## config.mk

```make
export PLATFORM = sky130hd
export DESIGN_NAME = wdrg_top
export DESIGN_NICKNAME = d
export VERILOG_FILES = /design/src/wdrg_pkg.sv /design/src/wdrg_reset_stretch.sv /design/src/wdrg_top.sv
export SDC_FILE = /design/constraint.sdc
export NUM_CORES = 1
export LEC_CHECK = 0
export BUFFER_PORTS_ARGS = -buffer_cell sky130_fd_sc_hd__buf_2
export CAP_MARGIN = 20
export CORE_ASPECT_RATIO = 1.25
export CORE_MARGIN = 2
export CORE_UTILIZATION = 55
export CTS_BUF_LIST = sky130_fd_sc_hd__clkbuf_16
export DETAILED_ROUTE_END_ITERATION = 16
export GPL_ROUTABILITY_DRIVEN = 0
export PLACE_DENSITY = 0.71
export SYNTH_ARGS = -nofsm -noshare
export SYNTH_HDL_FRONTEND = slang
export SYNTH_SLANG_ARGS = --single-unit
```

## constraint.sdc

```tcl
create_clock -name clk_sys -period 8.4 [get_ports clk_sys]
set_input_delay 1.68 -clock clk_sys [delete_from_list [all_inputs] [get_ports clk_sys]]
set_output_delay 1.68 -clock clk_sys [all_outputs]
set_load 0.03 [all_outputs]
```

## src/wdrg_pkg.sv

```systemverilog
package wdrg_pkg;
    // Register map, byte addresses on the parallel memory bus
    localparam logic [18:0] ADDR_EVENT_FLAGS = 19'h7fff0;
    localparam logic [18:0] ADDR_WATCHDOG_CONTROL = 19'h7fff7;
    localparam logic [18:0] ADDR_DAY_FT = 19'h7fffc;
    // Field positions
    localparam int FLAG_EXPIRED_BIT = 7;
    localparam int WD_ROUTE_BIT = 7;
    localparam int FT_BIT = 6;
    // Reset values
    localparam logic [7:0] WD_CONTROL_RESET = 8'h00;
    // Timing
    localparam int CLK_MHZ = 200;
    localparam int RST_PULSE_MIN_MS = 40;
    localparam int RST_PULSE_MAX_MS = 200;
    localparam int RST_PULSE_MS = RST_PULSE_MIN_MS + ((RST_PULSE_MAX_MS - RST_PULSE_MIN_MS) / 4);
    localparam int RST_PULSE_CYCLES = RST_PULSE_MS * CLK_MHZ * 1000;
    localparam int EXTERNAL_RESET_REQUEST_MIN_NS = 100;
    localparam int EXTERNAL_RESET_REQUEST_MIN_CYCLES = (EXTERNAL_RESET_REQUEST_MIN_NS * CLK_MHZ + 999) / 1000;
    localparam int WD_TICK_HZ = 16;
    localparam int WD_TICK_CYCLES = (CLK_MHZ * 1000000) / WD_TICK_HZ;
    localparam int FT_HZ = 512;
    localparam int FT_HALF_CYCLES = (CLK_MHZ * 1000000) / (2 * FT_HZ);

    typedef struct packed {
        logic [18:0] addr;
        logic [7:0] wdata;
        logic wr;
        logic rd;
    } wdrg_bus_t;
endpackage

```

## src/wdrg_reset_stretch.sv

```systemverilog
`timescale 1ns/100ps
`default_nettype none
module wdrg_reset_stretch #(
    parameter int PULSE_CYCLES = wdrg_pkg::RST_PULSE_CYCLES
) (
    input wire logic clk_sys,
    input wire logic srst,
    input wire logic trigger,
    output logic active
);
    logic [31:0] count;
    logic [31:0] next_count;

    always_comb begin
        next_count = count;
        if (trigger) begin
            next_count = PULSE_CYCLES[31:0];
        end else if (count != 32'h0) begin
            next_count = count - 32'h1;
        end
    end

    always_ff @(posedge clk_sys) begin
        if (srst) begin
            count <= PULSE_CYCLES[31:0];
        end else begin
            count <= next_count;
        end
    end

    assign active = (count != 32'h0);
endmodule
`default_nettype wire

```

## src/wdrg_top.sv

```systemverilog
// Overview of operation
// - Expiry sets flag and, on the same edge, interrupt or reset.
// - Flag is bit 7; flags read clears.
// - Route zero: timeout asserts interrupt pin.
// - Route one: 40-200 ms low reset pulse.
// - After reset timeout clear watchdog and test.
// - Any kick input edge restarts count.
// - Watchdog register write restarts count.
// - Writing zero releases interrupt, disables watchdog.
// - Power-down disables and clears watchdog.
// - Watchdog interrupt overrides frequency test output.
// - Power fail holds reset low 40-200 ms.
// - External request gives power-cycle-length reset.
// - Too-short external request pulses ignored.
// - Watchdog holds route, multiplier, resolution.
`timescale 1ns/100ps
`default_nettype none
module wdrg_top #(
    parameter int RST_PULSE_CYCLES = wdrg_pkg::RST_PULSE_CYCLES,
    parameter int TICK_CYCLES = wdrg_pkg::WD_TICK_CYCLES,
    parameter int EXTERNAL_RESET_REQUEST_MIN_CYCLES = wdrg_pkg::EXTERNAL_RESET_REQUEST_MIN_CYCLES,
    parameter int FT_DIV_CYCLES = wdrg_pkg::FT_HALF_CYCLES
) (
    input wire logic clk_sys,
    input wire logic srst,
    input wire wdrg_pkg::wdrg_bus_t bus,
    output logic [7:0] rdata,
    input wire logic kick_input,
    input wire logic external_reset_request_n,
    input wire logic power_fail_threshold,
    output logic reset_out_oe,
    output logic irq_freqtest_out_oe,
    output logic [7:0] watchdog_control,
    output logic watchdog_expired_flag
);
    logic [1:0] kick_sync;
    logic kick_prev;
    logic [1:0] external_reset_request_sync;
    logic [1:0] pf_sync;
    logic [7:0] next_wd;
    logic next_flag;
    logic freq_test_enable;
    logic next_ft;
    logic wd_irq;
    logic next_wd_irq;
    logic [31:0] prescale;
    logic [31:0] next_prescale;
    logic [10:0] ticks;
    logic [10:0] next_ticks;
    logic [31:0] external_reset_request_cnt;
    logic [31:0] next_external_reset_request_cnt;
    logic [31:0] ft_cnt;
    logic [31:0] next_ft_cnt;
    logic ft_wave;
    logic next_ft_wave;
    logic next_reset_out_oe;
    logic next_irq_oe;
    logic [7:0] next_rdata;
    logic kick_edge;
    logic wr_wd;
    logic timeout;
    logic rst_trigger;
    logic rst_active;
    logic [10:0] period_ticks;

    assign kick_edge = kick_sync[1] ^ kick_prev;
    assign wr_wd = bus.wr && (bus.addr == wdrg_pkg::ADDR_WATCHDOG_CONTROL);
    // Period in ticks of 1/16 s: multiplier scaled by resolution
    // Widest period is 31 << 6 ticks, so eleven bits
    assign period_ticks = {6'h00, watchdog_control[6:2]} << {watchdog_control[1:0], 1'b0};
    assign timeout = (watchdog_control[6:2] != 5'h0) && !wd_irq && !wr_wd && !kick_edge
        && (ticks >= period_ticks) && (period_ticks != 11'h0);
    assign rst_trigger = (timeout && watchdog_control[wdrg_pkg::WD_ROUTE_BIT])
        || pf_sync[1]
        || (external_reset_request_cnt == EXTERNAL_RESET_REQUEST_MIN_CYCLES[31:0]);

    wdrg_reset_stretch #(
        .PULSE_CYCLES(RST_PULSE_CYCLES)
    ) u_stretch (
        .clk_sys(clk_sys),
        .srst(srst),
        .trigger(rst_trigger),
        .active(rst_active)
    );

    always_comb begin
        next_wd = watchdog_control;
        next_ft = freq_test_enable;
        next_wd_irq = wd_irq;
        next_flag = watchdog_expired_flag;
        next_prescale = prescale + 32'h1;
        next_ticks = ticks;
        next_rdata = 8'h00;
        if (prescale >= TICK_CYCLES[31:0] - 32'h1) begin
            next_prescale = 32'h0;
            if (ticks != 11'h7ff) begin
                next_ticks = ticks + 11'h1;
            end
        end
        if (bus.rd && bus.addr == wdrg_pkg::ADDR_EVENT_FLAGS) begin
            next_rdata = {watchdog_expired_flag, 7'h00};
            next_flag = 1'b0;
        end
        if (bus.rd && bus.addr == wdrg_pkg::ADDR_WATCHDOG_CONTROL) begin
            next_rdata = watchdog_control;
        end
        if (bus.rd && bus.addr == wdrg_pkg::ADDR_DAY_FT) begin
            next_rdata = {1'b0, freq_test_enable, 6'h00};
        end
        if (bus.wr && bus.addr == wdrg_pkg::ADDR_DAY_FT) begin
            next_ft = bus.wdata[wdrg_pkg::FT_BIT];
        end
        if (kick_edge || wr_wd) begin
            next_ticks = 11'h0;
            next_prescale = 32'h0;
        end
        if (wr_wd) begin
            next_wd = bus.wdata;
            if (bus.wdata == 8'h00) begin
                next_wd_irq = 1'b0;
            end
        end
        if (timeout) begin
            next_flag = 1'b1;
            next_ticks = 11'h0;
            if (watchdog_control[wdrg_pkg::WD_ROUTE_BIT]) begin
                next_wd = wdrg_pkg::WD_CONTROL_RESET;
                next_ft = 1'b0;
            end else begin
                next_wd_irq = 1'b1;
            end
        end
        if (pf_sync[1]) begin
            next_wd = wdrg_pkg::WD_CONTROL_RESET;
            next_wd_irq = 1'b0;
        end
        next_ft_cnt = ft_cnt + 32'h1;
        next_ft_wave = ft_wave;
        if (ft_cnt >= FT_DIV_CYCLES[31:0] - 32'h1) begin
            next_ft_cnt = 32'h0;
            next_ft_wave = !ft_wave;
        end
        next_reset_out_oe = rst_active || rst_trigger;
        // Watchdog interrupt wins over the test square wave
        next_irq_oe = next_wd_irq
            || (next_ft && (next_wd[wdrg_pkg::WD_ROUTE_BIT] || next_wd == 8'h00) && ft_wave);
    end

    always_comb begin
        next_external_reset_request_cnt = 32'h0;
        if (!external_reset_request_sync[1] && external_reset_request_cnt <= EXTERNAL_RESET_REQUEST_MIN_CYCLES[31:0]) begin
            next_external_reset_request_cnt = external_reset_request_cnt + 32'h1;
        end else if (!external_reset_request_sync[1]) begin
            next_external_reset_request_cnt = external_reset_request_cnt;
        end
    end

    always_ff @(posedge clk_sys) begin
        if (srst) begin
            kick_sync <= 2'b00;
            kick_prev <= 1'b0;
            external_reset_request_sync <= 2'b11;
            pf_sync <= 2'b00;
            watchdog_control <= wdrg_pkg::WD_CONTROL_RESET;
            watchdog_expired_flag <= 1'b0;
            freq_test_enable <= 1'b0;
            wd_irq <= 1'b0;
            prescale <= 32'h0;
            ticks <= 11'h0;
            external_reset_request_cnt <= 32'h0;
            rdata <= 8'h00;
            ft_cnt <= 32'h0;
            ft_wave <= 1'b0;
            reset_out_oe <= 1'b1;
            irq_freqtest_out_oe <= 1'b0;
        end else begin
            kick_sync <= {kick_sync[0], kick_input};
            kick_prev <= kick_sync[1];
            external_reset_request_sync <= {external_reset_request_sync[0], external_reset_request_n};
            pf_sync <= {pf_sync[0], power_fail_threshold};
            watchdog_control <= next_wd;
            watchdog_expired_flag <= next_flag;
            freq_test_enable <= next_ft;
            wd_irq <= next_wd_irq;
            prescale <= next_prescale;
            ticks <= next_ticks;
            external_reset_request_cnt <= next_external_reset_request_cnt;
            rdata <= next_rdata;
            ft_cnt <= next_ft_cnt;
            ft_wave <= next_ft_wave;
            reset_out_oe <= next_reset_out_oe;
            irq_freqtest_out_oe <= next_irq_oe;
        end
    end

    AST_IRQ_ON_TIMEOUT: assert property (@(posedge clk_sys) disable iff (srst)
        timeout && !watchdog_control[7] && !pf_sync[1] |=> irq_freqtest_out_oe)
        else $error("interrupt not asserted on timeout");
    AST_FLAG_SET: assert property (@(posedge clk_sys) disable iff (srst)
        timeout |=> watchdog_expired_flag)
        else $error("expired flag not set");
    AST_FLAG_READ_CLEAR: assert property (@(posedge clk_sys) disable iff (srst)
        bus.rd && bus.addr == wdrg_pkg::ADDR_EVENT_FLAGS && !timeout |=> !watchdog_expired_flag)
        else $error("flag not cleared by read");
    AST_RST_ON_TIMEOUT: assert property (@(posedge clk_sys) disable iff (srst)
        timeout && watchdog_control[7] |=> reset_out_oe && watchdog_control == 8'h00 && !freq_test_enable)
        else $error("reset route timeout wrong");
    AST_KICK_RESTART: assert property (@(posedge clk_sys) disable iff (srst)
        kick_edge |=> ticks == 11'h0)
        else $error("kick did not restart");
    AST_WRITE_ZERO: assert property (@(posedge clk_sys) disable iff (srst)
        wr_wd && bus.wdata == 8'h00 && !pf_sync[1] && !freq_test_enable
        |=> !wd_irq && !irq_freqtest_out_oe)
        else $error("zero write did not release irq");
    AST_POWER_DOWN: assert property (@(posedge clk_sys) disable iff (srst)
        pf_sync[1] |=> watchdog_control == 8'h00 && reset_out_oe)
        else $error("power down handling wrong");
    AST_ZERO_STOPPED: assert property (@(posedge clk_sys) disable iff (srst)
        watchdog_control == 8'h00 |=> !$rose(watchdog_expired_flag) && !$rose(wd_irq))
        else $error("timeout while disabled");
    AST_SHORT_EXTERNAL_RESET_REQUEST: assert property (@(posedge clk_sys) disable iff (srst)
        $rose(external_reset_request_sync[1]) && external_reset_request_cnt < EXTERNAL_RESET_REQUEST_MIN_CYCLES[31:0] |=> external_reset_request_cnt == 32'h0)
        else $error("short pulse counted");
endmodule
`default_nettype wire

```

[Yosys cells after proc, flatten, opt, wreduce, memory -nomap -nowiden]
Index checks and enable logic that the tools add are counted.
Word-level totals
  flip-flop bits (word level): 168
  bits of input ports: 34
  logic and storage cells: 91
  output and inout port bits: 19
Cells by class
  bitwise logic cells: 1
  magnitude comparators: 4
  shifts and indexed selects: 1
  reductions and logical operators: 38
  equal/unequal tests: 5
  mux-type cells: 19
  $add $sub $neg: 5
Operators with widths (number)
  32-bit by 1-bit adder with 32-bit output (second input constant): 3
  32-bit two-way mux: 2
  19-bit equality test (second input constant): 3
  8-bit two-way mux: 6
  32-bit by 5-bit equality test with 1-bit output (second input constant): 1
  32-bit by 18-bit greater-or-equal comparator with 1-bit output (second input constant): 1
  32-bit by 24-bit greater-or-equal comparator with 1-bit output (second input constant): 1
  32-bit by 5-bit <= comparator with 1-bit output (second input constant): 1
  32-bit nonzero test: 1
  32-bit by 1-bit subtractor with 32-bit output (second input constant): 1
  8-bit zero test: 2
  1-bit logical AND: 14
  11-bit by 1-bit adder with 11-bit output (second input constant): 1
  11-bit greater-or-equal comparator: 1
  11-bit != test (second input constant): 1
  11-bit nonzero test: 1
  5-bit by 3-bit << shifter with 11-bit output: 1
  1-bit two-way mux: 10
  7-bit two-way mux: 1
  1-bit logical OR: 6
  2-bit OR reduction: 3
  3-bit OR reduction: 2
  1-bit zero test: 5
  5-bit nonzero test: 1
  other kinds (3): 4

[Logic depth before layout (Yosys ltp)]
  word-level depth: 14
  depth in mapped cells: 12
  gate-level depth less buffers: 10

[Modules after synthesis]
From an unflattened synthesis, not the netlist that was laid out.
Second synthesis, totals
  cells, all modules: 784
  area, all modules: 7183.1 sq um
Modules (own cells, without submodules)
  wdrg_top: area an instance 5512.8 sq um, cells each 584, times used 1
  wdrg_reset_stretch: area an instance 1670.4 sq um, cells each 200, times used 1

[Least setup slack after synthesis]
Ideal clock, no wire load.
  kind: in2reg
  start point: input port bus[28] in the netlist's numbering
  end point: register irq_freqtest_out_oe
  arrival time: 3.201 ns
  required time: 8.272 ns
  slack: 5.071 ns
  stages on the path: 7
  path buffers: 1
  path through: nand4_1 -> nor4_1 -> nand3_1 -> clkbuf_1 -> o211ai_1 -> o21a_1 -> o41ai_1
On the way
  word-level cells in the longest chain between the ends: 14
  elaborated cells between the ends (all ways): 25
  those cells by class: 2 x eq/ne; 11 x mux; 12 x reduce/logical
Ends and longest elaborated chain
  start: declaration: RTL line wdrg_top.sv:26  | input wire wdrg_pkg::wdrg_bus_t bus,
  19-bit equality test: RTL line wdrg_top.sv:67  | assign wr_wd = bus.wr && (bus.addr == wdrg_pkg::ADDR_WATCHDOG_CONTROL);
  1-bit logical AND: RTL line wdrg_top.sv:67
  1-bit zero test: RTL line wdrg_top.sv:71  | assign timeout = (watchdog_control[6:2] != 5'h0) && !wd_irq && !wr_wd && !kick_edge
  1-bit logical AND (2 in series): RTL line wdrg_top.sv:71
  1-bit logical AND (2 in series): RTL line wdrg_top.sv:72  | && (ticks >= period_ticks) && (period_ticks != 11'h0);
  8-bit two-way mux: RTL line wdrg_top.sv:123  | if (timeout) begin
  8-bit two-way mux: RTL line wdrg_top.sv:133  | if (pf_sync[1]) begin
  8-bit zero test: RTL line wdrg_top.sv:146  | || (next_ft && (next_wd[wdrg_pkg::WD_ROUTE_BIT] || next_wd == 8'h00) && ft_wave);
  1-bit logical OR: RTL line wdrg_top.sv:146
  1-bit logical AND (2 in series): RTL line wdrg_top.sv:146
  1-bit logical OR *: RTL line wdrg_top.sv:146
  end signal: assignment: RTL line wdrg_top.sv:192  | irq_freqtest_out_oe <= next_irq_oe;
  end: declaration: RTL line wdrg_top.sv:32  | output logic irq_freqtest_out_oe,
Every way passes the cells marked *; elsewhere a longest branch is shown, timed or not.
A chain may end at the register's enable or synchronous reset.

[Worst setup path in the final report]
  start point: input port bus[20] in the netlist's numbering
  end point: register u_stretch.count[10]
On the way
  word-level cells in the longest chain between the ends: 11
Ends and longest elaborated chain
  19-bit equality test: RTL line wdrg_top.sv:67
  1-bit logical AND: RTL line wdrg_top.sv:67
  1-bit zero test: RTL line wdrg_top.sv:71
  1-bit logical AND (2 in series): RTL line wdrg_top.sv:71
  1-bit logical AND (2 in series): RTL line wdrg_top.sv:72
  1-bit logical AND: RTL line wdrg_top.sv:73  | assign rst_trigger = (timeout && watchdog_control[wdrg_pkg::WD_ROUTE_BIT])
  1-bit logical OR: RTL line wdrg_top.sv:74  | || pf_sync[1]
  1-bit logical OR: RTL line wdrg_top.sv:75  | || (external_reset_request_cnt == EXTERNAL_RESET_REQUEST_MIN_CYCLES[31:0]);
  2-bit OR reduction (no source line)
  end signal: assignment: RTL line wdrg_reset_stretch.sv:25  | count <= PULSE_CYCLES[31:0];
  end signal: assignment: RTL line wdrg_reset_stretch.sv:27  | count <= next_count;
  end: declaration: RTL line wdrg_reset_stretch.sv:11  | logic [31:0] count;
No other way between the ends.

==> out/results.tsv <==
stage	metric	value	unit
grt	largest net degree at the start of global routing	25	
setup_path	Critical R2R Capture	u_stretch.count[10]	
setup_path	critical path cell sequence	buf_2 -> nand4_1 -> nor4_1 -> nand3_1 -> nand3_1 -> o21ai_2 -> buf_8 -> or3b_1	
clocking	CTS sink cnt	168	
floorplanning	core area	12050	um2
setup_path	endpoint class of the critical path	register	
route	DRC Markers	0	
timing	crit path time final	4.105	ns
layout	Non-Filler Cell Area, Final	7828	um2
route	DRT antenna net count	0	
floorplanning	area of the die	13170	um2
synth	flops & latches, synth	168	
synth	Post-Syn Area	6746	um2
clocking	hold buffer count at cts	0	
clocking	post-CTS sizing	0	
placement	Detailed Place HPWL	9.265	mm
setup_path	WP depth	8	
synth	cells after synthesis	716	
route	via count	5141	
timing	Setup-failing EPs final	0	
pwr	leakage	3.008	nW
layout	most common cell after layout, fill and taps aside	dfxtp_1	
pwr	Net Sw Frac	22.89	%
synth	number of synthesized flops with an enable pin	0	
layout	commonest cells after routing, fill and taps aside	168 x dfxtp_1, 119 x nor2_1, 52 x buf_2	
setup_path	r2r setup slk	4.87	ns
floorplanning	std cell rows	45	
clocking	Bufs on Longest Clock Path	2	
layout	antenna cell count	0	
setup_path	CP startpoint	bus[20]	
grt	initial antenna violation count	0	
placement	Area after DPL	7233	um2
timing	unrepaired setup endpoints after global routing	false	
layout	register area	3363	um2
timing	final hold vios	0	
grt	first-pass GRT wire length	21.47	mm
clocking	CTS Buf Count	17	
setup_path	family with the most delay on the worst path	simple AND/OR/NAND/NOR gates	
grt	vias in the first global route	4857	
timing	worst clock skew	0.007364	ns
grt	grt total ovfl	0	
timing	Final Max Slew Viols	0	
timing	FMAX	0.2436	GHz
synth	Yosys warnings	0	
floorplanning	starting density of the core	55.99	%
clocking	Post-CTS Setup Bufs	0	
clocking	clk slew on worst S/H paths	0.06	ns
setup_path	Setup crit end	u_stretch.count[10]	
floorplanning	IO Pins	53	
pwr	combinational group share of total power	5.4	%
setup_path	CP required	8.70	ns
pwr	Clock Power Share	44.9	%
floorplanning	chip height	127.8	um
timing	WHS	0.4072	ns
layout	layout cell share with drive strength beyond 1	12.56	%
pwr	Tot Pwr	1.675	mW
route	Via density	5.311	
clocking	H-tree lvl count	4	
route	drt initial violations	133	
timing	period utilisation layout	48.86	%
hold_path	worst hold path class	reg -> reg	
setup_path	most frequent CP cell	nand3_1	
layout	Nets	842	
route	total iterations of the first detailed-routing run	4	
pwr	Power Density	214.0	nW/um2
layout	synth-to-layout area growth	16.02	%
pwr	VDD IR max	134.8	uV
synth	async set-reset flop share out of synthesis	0	%
setup_path	crit path launch type	input pin	
floorplanning	Die Wd	103.1	um
outcome	status	finished clean	
timing	Fin Setup TNS	0	ns
layout	multi-input logic area	3341	um2
setup_path	FF-to-FF Start	watchdog_control[0]	
synth	sequential share of the synthesized area	49.85	%
setup_path	highest net fanout along the worst path	20	
setup_path	Crit path buffers/inverters	2	
setup_path	Crit Path Class	in -> reg	
synth	synth top area cells	dfxtp_1 50%, nor2_1 6.6%, xor2_1 5.6%	
setup_path	CP max stage delay	0.71	ns
timing	slew at the pin closest to its max-slew limit	1.000	ns
placement	PortBufs	52	
layout	# fillers	1073	
synth	Syn Area/Cell	9.422	um2
setup_path	CP arrival	4.41	ns
clocking	CTS Root Cell	clkbuf_16	
pwr	Net Sw Power	0.3834	mW
route	WL/cell	13.23	um
layout	post-layout util	64.96	%
setup_path	Max stage delay cell, worst path	nand3_1	
synth	top cell type's share of synthesized area	49.85	%
setup_path	Worst Reg2Reg Path Length in Cells	10	
synth	Most used DFF post-synth	dfxtp_1	
synth	biggest area consumer among synthesized cells	dfxtp_1	
job	MaxCap Viol Count	0	
pwr	sequential share of power	49.7	%
route	drt total wl	12.81	mm
clocking	clk_lat worst skew	0.42	ns
pwr	Int Pwr	1.292	mW
grt	Global Route Usage Sum	20.38	%
synth	Distinct cells, synth	56	
clocking	TritonCTS clock tree	built	
timing	relative slew slack	33.02	%
power by group through the flow:
stage | Clock (mW) | Sequential, mW | Combinational, mW
2_1_floorplan | 0 | 0.846 | 0.0691
3_3_place_gp | 0 | 0.849 | 0.0863
3_5_place_dp | 0 | 0.850 | 0.0902
4_1_cts | 0.768 | 0.833 | 0.0909
5_1_grt | 0.798 | 0.835 | 0.102
6_report | 0.752 | 0.833 | 0.0907
area by class of cell:
type	instances	area share, %
clock buffer	17	5.435
clock inverter	15	1.966
inverter	11	0.5275
multi-input combinational	538	42.68
sequential	168	42.97
tap	164	2.621
timing repair buffer	55	3.804
how the worst min path moves through the flow:
stage	from	to	cells after the start
after global routing	external_reset_request_sync[0]	external_reset_request_sync[1]	1
after floorplan	external_reset_request_sync[0]	external_reset_request_sync[1]	1
final	external_reset_request_sync[0]	external_reset_request_sync[1]	1
after global placement	external_reset_request_sync[0]	external_reset_request_sync[1]	1
after CTS	external_reset_request_sync[0]	external_reset_request_sync[1]	1
after detailed placement	external_reset_request_sync[0]	external_reset_request_sync[1]	1
per-layer routing:
layer	vias up	track usage, %	wire [um]
met2	100	34.30	6382
li1	2607	-	-
met1	2409	24.70	5668
met4	0	8.901	298
met5	-	0	0
met3	25	4.580	454
cells in the mapped netlist, types with 3 or more instances:
| cell type | number |
|---|---|
| a211oi_1 | 3 |
| a21oi_1 | 11 |
| a22oi_1 | 5 |
| a31oi_1 | 6 |
| and2_1 | 35 |
| and3_1 | 7 |
| and4_1 | 4 |
| clkbuf_1 | 18 |
| dfxtp_1 | 168 |
| ha_1 | 17 |
| inv_1 | 11 |
| mux2_2 | 3 |
| mux2i_1 | 11 |
| nand2_1 | 35 |
| nand2b_1 | 11 |
| nand3_1 | 35 |
| nand3b_1 | 3 |
| nand4_1 | 18 |
| nand4b_1 | 3 |
| nor2_1 | 119 |
| nor2b_1 | 8 |
| nor3_1 | 25 |
| nor4_1 | 23 |
| o21ai_0 | 4 |
| o21ai_1 | 4 |
| or2_2 | 4 |
| or3_1 | 8 |
| or4_1 | 9 |
| xnor2_1 | 32 |
| xor2_1 | 43 |
through the flow:
step | std cells | setup slack (ns)
6_report | 968 | 4.295
5_1_grt | 968 | 3.962
4_1_cts | 967 | 4.302
3_5_place_dp | 935 | 3.834
3_3_place_gp | 934 | 3.930
2_1_floorplan | 737 | 5.071
logic make-up after synthesis:
group	after synthesis	share of synthesized area, %
AND/OR/NAND/NOR	360	28.06
buffers and inverters	31	1.854
AO/OA/AOI/OAI	50	5.156
flip-flops	168	49.85
XOR/XNOR	75	9.737
other	1	0.05558
adder cells (fa/ha/maj)	17	3.153
multiplexers	14	2.133
flip-flops by register name (all words and copies together), names as in the netlist, 8 cells and up:
| name | cells |
|---|---|
| external_reset_request_cnt | 32 |
| ft_cnt | 32 |
| prescale | 32 |
| rdata | 8 |
| ticks | 11 |
| u_stretch.count | 32 |
| watchdog_control | 8 |
No activity file was read; power rests on OpenSTA's default activity.
